--- src/serial0_pkg.sv ---
// Constants and types shared by the serial port 0 block
package serial0_pkg;

    // Register indices; byte address is four times the index
    localparam logic [9:0]  CTRL_INDEX       = 10'h098;
    localparam logic [9:0]  DATA_INDEX       = 10'h099;
    localparam int          ADDR_W           = 12;
    localparam logic [7:0]  CTRL_RESET       = 8'h00;
    localparam logic [7:0]  DATA_RESET       = 8'h00;

    // Control register bit positions
    localparam int          MODE_HI_BIT      = 7;
    localparam int          MODE_LO_BIT      = 6;
    localparam int          QUAL_BIT         = 5;
    localparam int          REN_BIT          = 4;
    localparam int          TX9_BIT          = 3;
    localparam int          RX9_BIT          = 2;
    localparam int          TXDONE_BIT       = 1;
    localparam int          RXDONE_BIT       = 0;

    // Serial modes
    localparam logic [1:0]  MODE_SYNC        = 2'h0;
    localparam logic [1:0]  MODE_ASYNC8      = 2'h1;
    localparam logic [1:0]  MODE_FIXED9      = 2'h2;
    localparam logic [1:0]  MODE_TIMER9      = 2'h3;

    // Bit timing in peripheral clocks and sample ticks
    localparam logic [3:0]  SYNC_PERIOD      = 4'hC;
    localparam logic [3:0]  SYNC_PERIOD_FAST = 4'h4;
    localparam logic [1:0]  M2_SAMPLE_DIV    = 2'h3;
    localparam logic [1:0]  M2_SAMPLE_DIV_DB = 2'h1;
    localparam logic [1:0]  T1_SAMPLE_DIV    = 2'h1;
    localparam logic [1:0]  NO_SAMPLE_DIV    = 2'h0;
    localparam logic [3:0]  SAMPLE_LAST      = 4'hF;
    localparam logic [3:0]  SAMPLE_POINT     = 4'h7;
    localparam logic [3:0]  SYNC_LAST_BIT    = 4'h7;

    // Frame bit indices: 0 start, 1..8 data, 9 ninth or stop, 10 stop
    localparam logic [3:0]  IDX_START        = 4'h0;
    localparam logic [3:0]  IDX_NINTH        = 4'h9;
    localparam logic [3:0]  IDX_LAST8        = 4'h8;
    localparam logic [3:0]  IDX_STOP11       = 4'hA;

    typedef enum logic [1:0] {TX_IDLE, TX_ASYNC, TX_SYNC} tx_state_e;
    typedef enum logic [1:0] {RX_IDLE, RX_ASYNC, RX_SYNC} rx_state_e;

    typedef struct packed {
        tx_state_e   tx_st;
        rx_state_e   rx_st;
        logic [7:0]  ctrl;
        logic [7:0]  rx_buf;
        logic [10:0] tx_sh;
        logic [3:0]  tx_idx;
        logic [3:0]  tx_ph;
        logic [8:0]  rx_sh;
        logic [3:0]  rx_idx;
        logic [3:0]  rx_ph;
        logic        rx_prev;
        logic [3:0]  sync_div;
        logic [1:0]  pre;
        logic        txd;
        logic        rxd_o;
        logic        rxd_oe;
        logic        irq;
        logic        waitreq;
        logic [31:0] rdata;
    } serial0_s;

endpackage

--- src/serial0_usart.sv ---
// Serial port 0: sync shift mode and three async modes behind an Avalon-MM slave
// Functional notes
// - Two upper mode bits select mode 0..3
// - Async frames: start, 8/9 data, stop
// - Bit period 12/4 sync, 64/32 mode 2
// - Modes 1,3 baud from timer 1 or 2
// - Mode 1 with qualifier uses timer 1
// - Mode 1 qualifier: receive done needs stop high
// - Modes 2,3 qualifier: ninth bit 0 dropped
// - Receive enable gates reception; mode 0 starts
// - Modes 2,3 send the transmit ninth bit
// - Modes 2,3 capture received ninth bit
// - Mode 1 no qualifier: stop bit stored
// - Mode 0 transmit done after eighth bit
// - Async transmit done after last data bit
// - Mode 0 receive done after eighth bit
// - Mode 1 receive done at stop sample
// - Modes 2,3 receive done at ninth sample
// - Done flags cleared only by software
// - One data address, separate tx/rx buffers
// - Mode 0: tx pin clock, rx pin data
`timescale 1ns/1ps

module serial0_usart
    import serial0_pkg::*;
(
    // Clock and reset
    input  wire logic              i_ref_clk,
    input  wire logic              i_rst,
    // Avalon-MM slave, byte address
    input  wire logic [ADDR_W-1:0] i_avs_address,
    input  wire logic              i_avs_read,
    input  wire logic              i_avs_write,
    input  wire logic [31:0]       i_avs_writedata,
    input  wire logic [3:0]        i_avs_byteenable,
    output logic [31:0]            o_avs_readdata,
    output logic                   o_avs_waitrequest,
    // System and timer inputs
    input  wire logic              i_idle,
    input  wire logic              i_baud_double,
    input  wire logic              i_timer2_baud_sel,
    input  wire logic              i_timer1_tick,
    input  wire logic              i_timer2_tick,
    // Serial pins
    output logic                   o_txd,
    input  wire logic              i_rxd,
    output logic                   o_rxd,
    output logic                   o_rxd_oe,
    // Interrupt request
    output logic                   o_irq
);

    serial0_s s_ff;
    serial0_s nxt_s;

    // Decoded helpers
    logic [1:0]  mode;
    logic        qual;
    logic        pclk_en;
    logic        src_tick;
    logic [1:0]  samp_div;
    logic        samp_tick;
    logic        use_t2;
    logic        acc_done;
    logic        wr_ctrl;
    logic        wr_data;
    logic [9:0]  word_index;
    logic [3:0]  sync_per;
    logic [3:0]  last_data_idx;
    logic [3:0]  last_frame_idx;
    logic        tx_set;
    logic        rx_set;
    logic [7:0]  new_ctrl;

    // Mode fields from the control register
    assign mode = {s_ff.ctrl[MODE_HI_BIT], s_ff.ctrl[MODE_LO_BIT]};
    assign qual = s_ff.ctrl[QUAL_BIT];
    // Peripheral clock runs with the system clock except in idle
    assign pclk_en = ~i_idle;
    assign word_index = i_avs_address[ADDR_W-1:2];
    assign acc_done = (i_avs_read | i_avs_write) & ~s_ff.waitreq;
    assign wr_ctrl = acc_done & i_avs_write & i_avs_byteenable[0] & (word_index == CTRL_INDEX);
    assign wr_data = acc_done & i_avs_write & i_avs_byteenable[0] & (word_index == DATA_INDEX);
    // Sync period shortens with the qualifier bit
    assign sync_per = qual ? SYNC_PERIOD_FAST : SYNC_PERIOD;
    // Frame lengths: 10 bits in mode 1, 11 in modes 2 and 3
    assign last_data_idx = (mode == MODE_ASYNC8) ? IDX_LAST8 : IDX_NINTH;
    assign last_frame_idx = (mode == MODE_ASYNC8) ? IDX_NINTH : IDX_STOP11;

    // Baud source: timer 2 only if selected and not mode 1 with qualifier
    always_comb begin
        use_t2 = i_timer2_baud_sel;
        if (mode == MODE_ASYNC8 && qual) begin
            use_t2 = 1'b0;
        end
        if (mode == MODE_FIXED9) begin
            src_tick = pclk_en;
            samp_div = i_baud_double ? M2_SAMPLE_DIV_DB : M2_SAMPLE_DIV;
        end else begin
            src_tick = pclk_en & (use_t2 ? i_timer2_tick : i_timer1_tick);
            samp_div = (use_t2 | i_baud_double) ? NO_SAMPLE_DIV : T1_SAMPLE_DIV;
        end
    end

    // Sixteen sample ticks make one async bit
    assign samp_tick = src_tick & (s_ff.pre == samp_div);

    // Next-state logic for bus, transmitter and receiver
    always_comb begin
        nxt_s = s_ff;
        tx_set = 1'b0;
        rx_set = 1'b0;
        new_ctrl = s_ff.ctrl;

        // Sample prescaler
        if (src_tick) begin
            nxt_s.pre = samp_tick ? 2'h0 : s_ff.pre + 2'h1;
        end

        // Bus handshake: one wait cycle, then completion
        if ((i_avs_read | i_avs_write) && s_ff.waitreq) begin
            nxt_s.waitreq = 1'b0;
            nxt_s.rdata = 32'h0000_0000;
            if (word_index == CTRL_INDEX) begin
                nxt_s.rdata[7:0] = s_ff.ctrl;
            end else if (word_index == DATA_INDEX) begin
                nxt_s.rdata[7:0] = s_ff.rx_buf;
            end
        end else begin
            nxt_s.waitreq = 1'b1;
        end

        // Software control write; done flags cleared here by writing zeros
        if (wr_ctrl) begin
            new_ctrl = i_avs_writedata[7:0];
        end

        // Transmitter
        case (s_ff.tx_st)
            TX_IDLE: begin
                if (wr_data && s_ff.rx_st != RX_SYNC) begin
                    nxt_s.tx_idx = IDX_START;
                    nxt_s.tx_ph = 4'h0;
                    nxt_s.sync_div = 4'h0;
                    if (mode == MODE_SYNC) begin
                        nxt_s.tx_sh = {3'h7, i_avs_writedata[7:0]};
                        nxt_s.tx_st = TX_SYNC;
                    end else begin
                        // Start low, data LSB first, ninth or stop, stop high
                        nxt_s.tx_sh = {1'b1,
                                       (mode == MODE_ASYNC8) ? 1'b1 : s_ff.ctrl[TX9_BIT],
                                       i_avs_writedata[7:0], 1'b0};
                        nxt_s.tx_st = TX_ASYNC;
                    end
                end
            end
            TX_ASYNC: begin
                if (samp_tick) begin
                    nxt_s.tx_ph = s_ff.tx_ph + 4'h1;
                    if (s_ff.tx_ph == SAMPLE_LAST) begin
                        nxt_s.tx_sh = {1'b1, s_ff.tx_sh[10:1]};
                        nxt_s.tx_idx = s_ff.tx_idx + 4'h1;
                        // Done flag rises as the stop bit begins
                        if (s_ff.tx_idx == last_data_idx) begin
                            tx_set = 1'b1;
                        end
                        if (s_ff.tx_idx == last_frame_idx) begin
                            nxt_s.tx_st = TX_IDLE;
                        end
                    end
                end
            end
            TX_SYNC: begin
                if (pclk_en) begin
                    nxt_s.sync_div = s_ff.sync_div + 4'h1;
                    if (s_ff.sync_div == sync_per - 4'h1) begin
                        nxt_s.sync_div = 4'h0;
                        nxt_s.tx_sh = {1'b1, s_ff.tx_sh[10:1]};
                        nxt_s.tx_idx = s_ff.tx_idx + 4'h1;
                        if (s_ff.tx_idx == SYNC_LAST_BIT) begin
                            tx_set = 1'b1;
                            nxt_s.tx_st = TX_IDLE;
                        end
                    end
                end
            end
            default: nxt_s.tx_st = TX_IDLE;
        endcase

        // Receiver
        case (s_ff.rx_st)
            RX_IDLE: begin
                if (samp_tick) begin
                    nxt_s.rx_prev = i_rxd;
                end
                // Mode 0 reception starts when software sets the enable
                if (wr_ctrl && mode == MODE_SYNC
                    && new_ctrl[MODE_HI_BIT:MODE_LO_BIT] == MODE_SYNC
                    && new_ctrl[REN_BIT] && !s_ff.ctrl[REN_BIT]
                    && s_ff.tx_st == TX_IDLE && !wr_data) begin
                    nxt_s.rx_st = RX_SYNC;
                    nxt_s.rx_idx = 4'h0;
                    nxt_s.sync_div = 4'h0;
                end else if (mode != MODE_SYNC && s_ff.ctrl[REN_BIT] && samp_tick
                             && s_ff.rx_prev && !i_rxd) begin
                    // Falling edge seen on a sample tick begins a frame
                    nxt_s.rx_st = RX_ASYNC;
                    nxt_s.rx_idx = IDX_START;
                    nxt_s.rx_ph = 4'h1;
                end
            end
            RX_ASYNC: begin
                if (!s_ff.ctrl[REN_BIT] || mode == MODE_SYNC) begin
                    nxt_s.rx_st = RX_IDLE;
                end else if (samp_tick) begin
                    nxt_s.rx_ph = s_ff.rx_ph + 4'h1;
                    nxt_s.rx_prev = i_rxd;
                    if (s_ff.rx_ph == SAMPLE_POINT) begin
                        nxt_s.rx_idx = s_ff.rx_idx + 4'h1;
                        if (s_ff.rx_idx == IDX_START) begin
                            // Glitch rather than start bit: drop it
                            if (i_rxd) begin
                                nxt_s.rx_st = RX_IDLE;
                            end
                        end else begin
                            nxt_s.rx_sh = {i_rxd, s_ff.rx_sh[8:1]};
                        end
                        if (s_ff.rx_idx == IDX_NINTH) begin
                            // Bit 9 is the stop bit in mode 1, ninth data otherwise.
                            // Edge tracking keeps the sampled level: a low ninth or
                            // stop bit must not look like the next start bit.
                            nxt_s.rx_st = RX_IDLE;
                            if (mode == MODE_ASYNC8) begin
                                rx_set = !qual || i_rxd;
                            end else begin
                                rx_set = !qual || i_rxd;
                            end
                        end
                    end
                end
            end
            RX_SYNC: begin
                if (pclk_en) begin
                    nxt_s.sync_div = s_ff.sync_div + 4'h1;
                    // Sample data as the shift clock rises mid-bit
                    if (s_ff.sync_div == (sync_per >> 1)) begin
                        nxt_s.rx_sh = {i_rxd, s_ff.rx_sh[8:1]};
                    end
                    if (s_ff.sync_div == sync_per - 4'h1) begin
                        nxt_s.sync_div = 4'h0;
                        nxt_s.rx_idx = s_ff.rx_idx + 4'h1;
                        if (s_ff.rx_idx == SYNC_LAST_BIT) begin
                            nxt_s.rx_st = RX_IDLE;
                            nxt_s.rx_buf = s_ff.rx_sh[8:1];
                            rx_set = 1'b1;
                        end
                    end
                end
            end
            default: nxt_s.rx_st = RX_IDLE;
        endcase

        // Async frame accepted: load buffer, and ninth bit unless mode 1 with qualifier
        if (rx_set && s_ff.rx_st == RX_ASYNC) begin
            nxt_s.rx_buf = s_ff.rx_sh[8:1];
            if (mode != MODE_ASYNC8) begin
                new_ctrl[RX9_BIT] = i_rxd;
            end else if (!qual) begin
                new_ctrl[RX9_BIT] = i_rxd;
            end
        end

        // Hardware set wins over a software clear in the same cycle
        if (tx_set) begin
            new_ctrl[TXDONE_BIT] = 1'b1;
        end
        if (rx_set) begin
            new_ctrl[RXDONE_BIT] = 1'b1;
        end
        nxt_s.ctrl = new_ctrl;

        // Pin drive from the next state so outputs have no extra lag
        nxt_s.rxd_oe = (nxt_s.tx_st == TX_SYNC);
        nxt_s.rxd_o = (nxt_s.tx_st == TX_SYNC) ? nxt_s.tx_sh[0] : 1'b1;
        if (nxt_s.tx_st == TX_ASYNC) begin
            nxt_s.txd = nxt_s.tx_sh[0];
        end else if (nxt_s.tx_st == TX_SYNC || nxt_s.rx_st == RX_SYNC) begin
            // Shift clock low in the first half of each bit
            nxt_s.txd = (nxt_s.sync_div >= (sync_per >> 1));
        end else begin
            nxt_s.txd = 1'b1;
        end
        nxt_s.irq = nxt_s.ctrl[TXDONE_BIT] | nxt_s.ctrl[RXDONE_BIT];
    end

    // State register
    always_ff @(posedge i_ref_clk or posedge i_rst) begin
        if (i_rst) begin
            s_ff <= '{tx_st: TX_IDLE, rx_st: RX_IDLE, ctrl: CTRL_RESET,
                      rx_buf: DATA_RESET, tx_sh: 11'h7FF, tx_idx: 4'h0,
                      tx_ph: 4'h0, rx_sh: 9'h000, rx_idx: 4'h0, rx_ph: 4'h0,
                      rx_prev: 1'b1, sync_div: 4'h0, pre: 2'h0, txd: 1'b1,
                      rxd_o: 1'b1, rxd_oe: 1'b0, irq: 1'b0, waitreq: 1'b1,
                      rdata: 32'h0000_0000};
        end else begin
            s_ff <= nxt_s;
        end
    end

    // Outputs straight from the state register
    assign o_avs_readdata    = s_ff.rdata;
    assign o_avs_waitrequest = s_ff.waitreq;
    assign o_txd             = s_ff.txd;
    assign o_rxd             = s_ff.rxd_o;
    assign o_rxd_oe          = s_ff.rxd_oe;
    assign o_irq             = s_ff.irq;

endmodule

--- config.mk ---
export PLATFORM = sky130hd
export DESIGN_NAME = serial0_usart
export DESIGN_NICKNAME = d
export VERILOG_FILES = /design/src/serial0_pkg.sv /design/src/serial0_usart.sv
export SDC_FILE = /design/constraint.sdc
export NUM_CORES = 1
export LEC_CHECK = 0
export BUFFER_PORTS_ARGS = -buffer_cell sky130_fd_sc_hd__buf_2
export CORE_AREA = 4 4 81 159
export DETAILED_ROUTE_END_ITERATION = 16
export DIE_AREA = 0 0 85 163
export PLACE_DENSITY = 0.7
export REMOVE_ABC_BUFFERS = 1
export SETUP_SLACK_MARGIN = 0.05
export SYNTH_ARGS = -nofsm -noshare
export SYNTH_HDL_FRONTEND = slang
export SYNTH_SLANG_ARGS = --single-unit
export TNS_END_PERCENT = 50
--- constraint.sdc ---
create_clock -name i_ref_clk -period 2.9 [get_ports i_ref_clk]
set_clock_uncertainty 0.15 [all_clocks]
set_input_delay 0.29 -clock i_ref_clk [delete_from_list [all_inputs] [get_ports i_ref_clk]]
set_output_delay 0.29 -clock i_ref_clk [all_outputs]
set_load 0.02 [all_outputs]
== After elaboration in Yosys (flattened, before gate mapping) ==
Cells that the tools add are included.
Word-level totals
  bits in latches: 0
  memory bits (writable): 0
  word-level logic and storage cells: 216
  register bits: 76
  memory bits (read-only): 0
  input port bits: 58
  output and inout port bits: 37
  memories: 0
Cells by class
  multiply operators: 0
  reduce and logical (&&, ||, !) cells: 42
  bitwise logic cells: 12
  $lt $le $gt $ge: 1
  add/subtract/negate cells: 7
  mux-type cells: 93
  equal/unequal tests: 40
  shift operators: 0
  divide/modulo/power cells: 0
Operator list (number)
  2-to-1 mux 8 bit: 9
  2-to-1 mux 2 bit: 23
  2-to-1 mux 15 bit: 3
  one-hot mux 15 bit (3 select lines): 1
  2-to-1 mux 19 bit: 2
  2-to-1 mux 18 bit: 2
  2-to-1 mux 4 bit: 9
  != test 2 bit (second input constant): 16
  2-to-1 mux 1 bit: 29
  2-to-1 mux 13 bit: 2
  one-hot mux 4 bit (2 select lines): 3
  adder 4 x 1 -> 4 bit (second input constant): 5
  equality test 10 x 8 -> 1 bit (second input constant): 2
  2-to-1 mux 9 bit: 2
  one-hot mux 9 bit (2 select lines): 1
  logical AND 1 bit: 14
  AND reduction 7 bit: 2
  nonzero test 2 bit: 7
  equality test 4 x 3 -> 1 bit (second input constant): 3
  equality test 4 bit: 3
  one-hot mux 2 bit (3 select lines): 2
  one-hot mux 4 bit (3 select lines): 1
  equality test 2 bit (second input constant): 5
  2-to-1 mux 10 bit: 1
  23 further kinds: 48

== Longest topological paths before layout ==
Gate-level depths: netlist of the first run.
  word-level depth: 18
  depth in mapped cells: 13
  gate-level depth less buffers: 13

== Worst setup path after synthesis of the first run ==
OpenSTA, ideal clock, no wires.
  path kind: register to register
  start point: register s_ff (netlist bit mode[0])
  end point: register s_ff[51] in the netlist's numbering
  slack: 35 ps
  stages on the path, launching flop included: 11
  period minus slack after synthesis: 2865 ps
  arrival: 2596 ps
  data required time: 2630 ps
  path buffers: 2
  library setup time: 120 ps
  cell sequence: dfrtp_1 > buf_6 > nor2b_2 > a221oi_4 > o21ai_4 > or2_1 > buf_6 > o32a_4 > a2111oi_4 > a21boi_1 > a31o_1
Between the ends
  word-level cells in the longest chain between the ends: 13
  elaborated cells on any way between the ends: 33
  those cells by class: 6 x eq/ne; 8 x mux; 3 x bitwise; 16 x reduce/logical
Ends and longest elaborated chain
  from (decl): line serial0_usart.sv:53  | serial0_s s_ff;
  from (signal assigned): line serial0_usart.sv:299  | s_ff <= '{tx_st: TX_IDLE, rx_st: RX_IDLE, ctrl: CTRL_RESET,
  from (signal assigned): line serial0_usart.sv:306  | s_ff <= nxt_s;
  equality test 2 x 1 -> 1 bit: line serial0_usart.sv:93  | if (mode == MODE_ASYNC8 && qual) begin
  logical AND 1 bit: line serial0_usart.sv:93
  2-to-1 mux 1 bit: line serial0_usart.sv:93
  bitwise OR 1 bit: line serial0_usart.sv:101  | samp_div = (use_t2 | i_baud_double) ? NO_SAMPLE_DIV : T1_SAMPLE_DIV;
  2-to-1 mux 1 bit: line serial0_usart.sv:101
  2-to-1 mux 2 bit: line serial0_usart.sv:96  | if (mode == MODE_FIXED9) begin
  equality test 2 bit: line serial0_usart.sv:106  | assign samp_tick = src_tick & (s_ff.pre == samp_div);
  AND 1 bit: line serial0_usart.sv:106
  logical AND 1 bit: line serial0_usart.sv:204  | end else if (mode != MODE_SYNC && s_ff.ctrl[REN_BIT] && samp_tick
  logical AND 1 bit (2 in series): line serial0_usart.sv:205  | && s_ff.rx_prev && !i_rxd) begin
  != test 3 bit (no source line)
  AND reduction 7 bit (no source line)
Parallel ways exist; a longest one is shown, timed or not.
A chain may end at the register's enable or synchronous reset.

== Worst setup path after layout of the first run ==
  start point: register s_ff (netlist bit mode[1])
  end point: register s_ff[68] in the netlist's numbering
Between the ends
  word-level cells in the longest chain between the ends: 10
  elaborated cells on any way between the ends: 14
  those cells by class: 4 x eq/ne; 5 x mux; 3 x bitwise; 2 x reduce/logical
Ends and longest elaborated chain (line)
  equality test 2 x 1 -> 1 bit: serial0_usart.sv:93
  logical AND 1 bit: serial0_usart.sv:93
  2-to-1 mux 1 bit: serial0_usart.sv:93
  bitwise OR 1 bit: serial0_usart.sv:101
  2-to-1 mux 1 bit: serial0_usart.sv:101
  2-to-1 mux 2 bit: serial0_usart.sv:96
  equality test 2 bit: serial0_usart.sv:106
  AND 1 bit *: serial0_usart.sv:106
  != test 2 bit (no source line) *
  AND reduction 6 bit (no source line) *
Every way passes the cells marked *; elsewhere a longest branch is shown, timed or not.

==> key figures, run 1 <==
GRT
  • First-pass GRT wire length: 19400 um
  • Largest net degree at the start of global routing: 47
  • Vias in the first global route: roughly 4000
  • Initial antenna violation count: 0
  • Total grt overflow: 0
  • GR Util All Layers: 17.8%

Route
  • WL per Instance: 16.8 um
  • First-pass DRT Iterations: 4
  • DRT met1 WL: 4140 um
  • Vias per inst: ~5.4
  • Vias: 3908
  • Initial DRC Count: 259
  • Met3 wire length: 492 um
  • Top layer in use: met4
  • Routed length on met2: 6910 um
  • Antenna-violating nets left: 0
  • Drc violations: 0
  • Total Wirelength: 12100 um

Finish
  • Final std cells w/o fill: 720
  • Layout area overhead: 23.3%
  • Commonest non-fill, non-tap cell in the layout: nand2_1
  • Final #Nets: 645
  • Commonest cells after routing, fill and taps aside: nand2_1, buf_4, dfrtp_1
  • Antenna cell count: 0
  • Fraction of layout instances using a drive strength above 1: 33.6%

Power
  • Logic gate share of total power: 11.8%
  • Internal power: 1.82 mW
  • Lkg Pwr: about 2.6 nW
  • VDD IR max: 0.322 mV
  • Power share of the clock group: 43.5%
  • Sw Share: between 20% and 30%
  • PD cells: 435 mW/mm2
  • Part of the power in registers: between 40% and 50%
  • Sw Pwr: 658 uW
  • Total power: 2.47 mW

Logic synthesis
  • Yosys top cell area share: 32.5%
  • Post-synth cell types: a little under 70
  • Post-synth top flop: dfrtp_1
  • Synth warnings: 0
  • Avg Cell Area, Syn: between 9 and 10 um2
  • Asr flop ratio synth: 100%
  • Netlist Area Pre-Place: 0.00462 mm2
  • Post-Synthesis Cells: a little under 500
  • Synth Register Bits: 75
  • Post-synthesis sequential area ratio: 41.0%
  • Post-synth EDFFs: 0
  • Area leader, netlist: dfrtp_1
  • Top cells by area, synth: dfrtp_1, dfstp_2, nand2_1

Floorplanning
  • Die height: 163 um
  • Core area: 0.0117 mm2
  • FP Rows: 56
  • Die ar.: 0.0139 mm2
  • Initial Util: 39.5%
  • Die W: 85 um
  • IO Count: 95

Job
  • Max-cap viol count: 0

Setup path
  • Worst Path Arrival: 2.90 ns
  • Kind of critical path: reg -> reg
  • Largest fanout on the critical path: 8
  • R2r setup slk: 0.10 ns
  • Reg2Reg Launch Point: mode[1]
  • WP data required: 3.00 ns
  • FF-to-FF End: s_ff[68]
  • Crit. End Element: flip-flop
  • Reg2reg path depth: 9
  • Crit path launch type: flip-flop

Timing
  • Final WS setup: 0.105 ns
  • Min Tclk post-route: 2.80 ns
  • Fin. max-slew vios: 0
  • Worst hold margin: approximately 0.097 ns
  • Final hold violation count: 0
  • TNS Setup: 0 ns
  • Period Utilization, post-route: between 90% and 100%
  • Unrepaired setup endpoints after global routing: yes
  • Worst slew margin: 23.7%
  • Slew @ Worst Pin: around 1.1 ns
  • Fmax: between 0.3 and 0.4 GHz
  • Setup violators final: 0

Worst hold path
  • Hold Path Depth: 2
  • Min-delay worst type: in -> reg
  • HP Start: i_avs_writedata[3]
  • Hold Crit Endpoint: s_ff[91]

Clocking
  • Root Driver: clkbuf_16
  • H-tree levels: 3
  • Clk sink count: 75
  • CTS tree: done
  • Max clock buf depth: 2
  • Clock slew at reported path FFs: 0.06 ns
  • Clk_lat worst skew: 0.34 ns
  • CTS buffer count: 9

Placed design
  • Pre-CTS setup slack: -0.0583 ns
  • Buffers on Ports: 41
  • Placed cell count: 686
  • GP Congestion: 0.843
  • Post-DP HPWL: 9360 um

Status
  • Outcome: completed
## worst max-delay path: stages (launching register included)
cell     delay [ns]
dfrtp_2        0.46
buf_6          0.13
nor3b_2        0.15
xnor2_1        0.27
o21ai_4        0.15
buf_4          0.18
or3_1          0.36
a221o_1        0.39
or2_4          0.29
o31ai_2        0.17
## what timing repair did
| action | in CTS | in global routing |
|---|---|---|
| buffers inserted | 1 | 16 |
| hold buffers | 1 | 0 |
| gates resized for setup | 8 | 33 |
| pin swaps | 2 | 15 |
| setup endpoints to repair | 31 | 27 |
| hold endpoints to repair | 18 | 0 |
## Yosys cell counts (all sizes together), types with 7 or more instances
cell,number
dfstp,15
nand2b,7
mux2,24
ha,17
nand2,72
a21oi,15
nand3,9
nand3b,8
nor2,22
o31ai,13
clkbuf,17
a22oi,10
inv,17
buf,37
o21ai,31
dfrtp,60
mux2i,12
## how the worst max path moves through the flow
| stage | cells after the start | endpoint | slack, ns | start |
|---|---|---|---|---|
| after floorplan | 8 | s_ff[51] | 0.1 | mode[0] |
| after global placement | 10 | o_txd | 0.02 | mode[1] |
| after detailed placement | 9 | s_ff[48] | -0.06 | mode[1] |
| after CTS | 9 | s_ff[48] | 0.04 | mode[0] |
| after global routing | 10 | s_ff[47] | -0.01 | mode[1] |
| final | 9 | s_ff[68] | 0.10 | mode[1] |
## per-layer routing
metal  vias to the layer above  GRT usage [%]
met5                         -              0
met1                      1910           16.9
met2                       121           33.9
met4                         0           11.4
met3                        37           3.04
li1                       1840              -
## cell type report
| cell class | count | area, um2 |
|---|---|---|
| clock inverter | 5 | 43.8 |
| tap | 145 | 181 |
| timing repair buffer | 106 | 716 |
| multi-input combinational | 361 | 2550 |
| inverter | 17 | 63.8 |
| fill | 1061 | 6010 |
| clock buffer | 11 | 243 |
| sequential | 75 | 1900 |
## metrics by stage
stage	cell area, um2	util [%]
2_1_floorplan	4360	-
3_3_place_gp	5120	43.7
3_5_place_dp	5120	43.7
4_1_cts	5450	46.5
5_1_grt	5700	48.7
6_report	5700	48.7
## logic make-up (layout without fill, tap and decap cells)
group | Yosys count | after routing | share of synthesized area [%]
buf+inv | 71 | 139 | 8.75
mux | 36 | 36 | 8.45
flops | 75 | 75 | 41.0
xor+xnor | 9 | 9 | 1.71
fa+ha+maj | 17 | 17 | 4.61
compound gates | 112 | 112 | 17.8
other cells | 1 | 24 | 0.0812
simple gates | 163 | 163 | 17.6
## flip-flops by register name, summed over array words and instances (netlist names)
name,count
mode,2
o_avs_readdata,8
o_avs_waitrequest,1
o_irq,1
o_rxd,1
o_rxd_oe,1
o_txd,1
qual,1
s_ff,59
## power by group through the flow
| stage | Sequential, mW | Clock (mW) | Combinational, mW |
|---|---|---|---|
| floorplan | 1.12 | 0 | 0.141 |
| finish | 1.11 | 1.08 | 0.292 |
| CTS | 1.11 | 1.09 | 0.250 |
| global route | 1.11 | 1.14 | 0.317 |
| detailed placement | 1.12 | 0 | 0.243 |
| global placement | 1.12 | 0 | 0.236 |
No activity file was read; power rests on OpenSTA's default activity.
==> run 2: changes to the inputs <==
--- a/config.mk
+++ b/config.mk
@@ -6,9 +6,9 @@
 export NUM_CORES = 1
 export LEC_CHECK = 0
 export BUFFER_PORTS_ARGS = -buffer_cell sky130_fd_sc_hd__buf_2
-export CORE_AREA = 4 4 81 159
+export CORE_AREA = 4 4 96 135
 export DETAILED_ROUTE_END_ITERATION = 16
-export DIE_AREA = 0 0 85 163
+export DIE_AREA = 0 0 100 139
 export PLACE_DENSITY = 0.7
 export REMOVE_ABC_BUFFERS = 1
 export SETUP_SLACK_MARGIN = 0.05
==> run 2 against run 1 <==
Setup slack worse by 0.012 ns. Register-to-register slack hardly changed. Critical endpoint unchanged. Die area is 0.32% higher. Largest power group is now the clock network. Sequential power hardly changed. Global-route usage is 0.96 points lower. Critical path depth stayed put. Sequential cell count stayed put. Utilization is 1.4 points lower. Cell area is 2.9% lower. Hold slack better by 0.014 ns. Cell count is 3.1% lower.
==> key figures, run 2 (synthesis gave the netlist of run 1 again) <==
Status
  • Outcome: completed

Floorplanning
  • Die height: 139 um (-15%)
  • Core area: 0.0117 mm2 (about the same)
  • Die ar.: 0.0139 mm2 (+0.32%)
  • Die W: 100 um (+18%)
  • FP Rows: 47 (-16%)
  • Initial Util: 39.5% (about the same)
  • IO Count: 95 (unchanged)

Worst hold path
  • Hold Path Depth: 2 (unchanged)
  • Min-delay worst type: in -> reg

Clocking
  • Root Driver: clkbuf_16
  • H-tree levels: 3 (unchanged)
  • Clock slew at reported path FFs: 0.06 ns (about the same)
  • CTS buffer count: 9 (unchanged)
  • Clk_lat worst skew: 0.34 ns (about the same)
  • Max clock buf depth: 2 (unchanged)
  • CTS tree: done
  • Clk sink count: 75 (unchanged)

Placed design
  • Post-DP Area: 0.00501 mm2 (-2.0%)
  • GP Congestion: 0.850 (+0.79%)
  • Buffers on Ports: 41 (unchanged)
  • Pre-CTS setup slack: -0.0154 ns (+0.0429 ns)
  • Post-DP HPWL: 8580 um (-8.4%)

GRT
  • Initial antenna violation count: 0 (unchanged)
  • Vias in the first global route: 3846 (-4.4%)
  • Total grt overflow: 0 (unchanged)
  • Met3 usage: 3.07% (+0.032 points)
  • Largest net degree at the start of global routing: 48 (+2.1%)
  • M1 GR Usage: 18.6% (+1.7 points)
  • Met2 usage: 30.2% (-3.7 points)
  • GR Util All Layers: 16.8% (-0.96 points)
  • Grt peak-use layer: met2
  • First-pass GRT wire length: 18700 um (-3.4%)

Finish
  • Commonest non-fill, non-tap cell in the layout: nand2_1
  • Top reg by flops: s_ff
  • Fraction of layout instances using a drive strength above 1: 28.9% (-4.7 points)
  • Largest register FFs: 59 (unchanged)
  • Post-route cell area: 0.00553 mm2 (-2.9%)
  • Commonest cells after routing, fill and taps aside: nand2_1, dfrtp_1, buf_2
  • Antenna cell count: 0 (unchanged)
  • Layout area overhead: 19.7%
  • Final #Nets: 621 (-3.7%)

Route
  • Initial DRC Count: 175 (-32%)
  • WL per Instance: 16.8 um (-0.18%)
  • Drc violations: 0 (unchanged)
  • Vias per inst: 5.48 (+0.91%)
  • Total Wirelength: 11700 um (-3.2%)
  • Antenna-violating nets left: 0 (unchanged)
  • First-pass DRT Iterations: 5 (+1)
  • Vias: 3823 (-2.2%)

Power
  • Lkg Pwr: 2.55 nW (-3.7%)
  • PD cells: 464 mW/mm2 (+6.8%)
  • Total power: 2.57 mW (+3.7%)
  • VDD IR max: 0.208 mV (-35%)

Setup path
  • Crit. End Element: flip-flop
  • Worst Path Arrival: 2.89 ns (about the same)
  • WP data required: 2.99 ns (about the same)
  • Max stage delay on crit path: 0.43 ns (-0.03 ns)
  • Reg2reg path depth: 9 (unchanged)
  • CP max-delay cell: dfrtp_2
  • Largest fanout on the critical path: 6 (-2)
  • Critical-path cell list: buf_6 -> nand4bb_1 -> o211ai_1 -> xor2_2 -> buf_12 -> or3_4 -> a221o_1 -> or2_1 -> o31ai_1
  • Crit path launch type: flip-flop
  • Kind of critical path: reg -> reg

Timing
  • Slew @ Worst Pin: 1.04 ns (-0.0950 ns)
  • Setup violators final: 0 (unchanged)
  • Final hold violation count: 0 (unchanged)
  • Period Utilization, post-route: 96.8% (+0.42 points)
  • Min Tclk post-route: 2.81 ns (+0.0122 ns)
  • Worst slew margin: 30.1% (+6.4 points)
  • Fin. max-slew vios: 0 (unchanged)
  • Fmax: 0.356 GHz (-0.43%)
  • Unrepaired setup endpoints after global routing: yes
  • Final WS setup: 0.0924 ns (-0.0122 ns)
  • TNS Setup: 0 ns (unchanged)

Job
  • Max-cap viol count: 0 (unchanged)
[run 2: layer usage]
layer  wire (um)  share of wire, %  vias to the layer above
li1            -                 -                     1789
met5           0                 0                        -
met4         529               4.5                        0
met3         567               4.8                       38
met1        4270                36                     1872
met2        6340                54                      124
[run 2: layout make-up]
| cell class | count | area [um2] |
|---|---|---|
| fillers | 1057 | 6170 |
| multi-input cells | 361 | 2520 |
| flip-flops and latches | 75 | 1900 |
| repair buffers | 82 | 544 |
| clock buffers | 10 | 229 |
| well taps | 147 | 184 |
| clock inverters | 6 | 88.8 |
| inverters | 17 | 63.8 |
[run 2: worst max-delay path: cells and delay by family, from the launching register on]
kind / cells / cell delay, ns
and+or+nand+nor: 3 / 0.82
AOI/OAI and AO/OA: 3 / 0.76
DFF: 1 / 0.43
buffers and inverters: 2 / 0.32
xor gates and xnor gates: 1 / 0.22
[run 2: what timing repair did]
| item | 4_1_cts | 5_1_grt |
|---|---|---|
| buffers inserted | 0 | 7 |
| endpoints found under the setup margin | 21 | 24 |
| pin swaps | 0 | 18 |
| endpoints found under the hold margin | 26 | 0 |
| hold buffers | 1 | 0 |
| resized for setup | 3 | 27 |
[run 2: path summary, 6_finish.rpt]
check	startpoint	end	slack, ns
max reg2reg	mode[1]	s_ff[68]	0.09
max	mode[1]	s_ff[68]	0.09
min in group asynchronous	i_rst	o_avs_readdata[0]	0.44
min	i_rxd	s_ff[90]	0.11
max in group asynchronous	i_rst	o_rxd	1.42
min reg2reg	s_ff[73]	s_ff[73]	0.32
[run 2: metrics by stage]
stage               std cells  utilization [%]  hold slack [ns]
CTS                       691             45.8           0.0939
global route              698             47.2            0.104
global placement          674             42.8            0.247
floorplan                 453                -            0.257
detailed placement        674             42.8            0.258
finish                    698             47.2            0.111
[run 2: where the power goes]
| group | switching, mW | internal [mW] | leakage (nW) |
|---|---|---|---|
| clock | 0.440 | 0.755 | 0.151 |
| sequential | 0.0241 | 1.08 | 0.971 |
| combinational | 0.165 | 0.0991 | 1.43 |
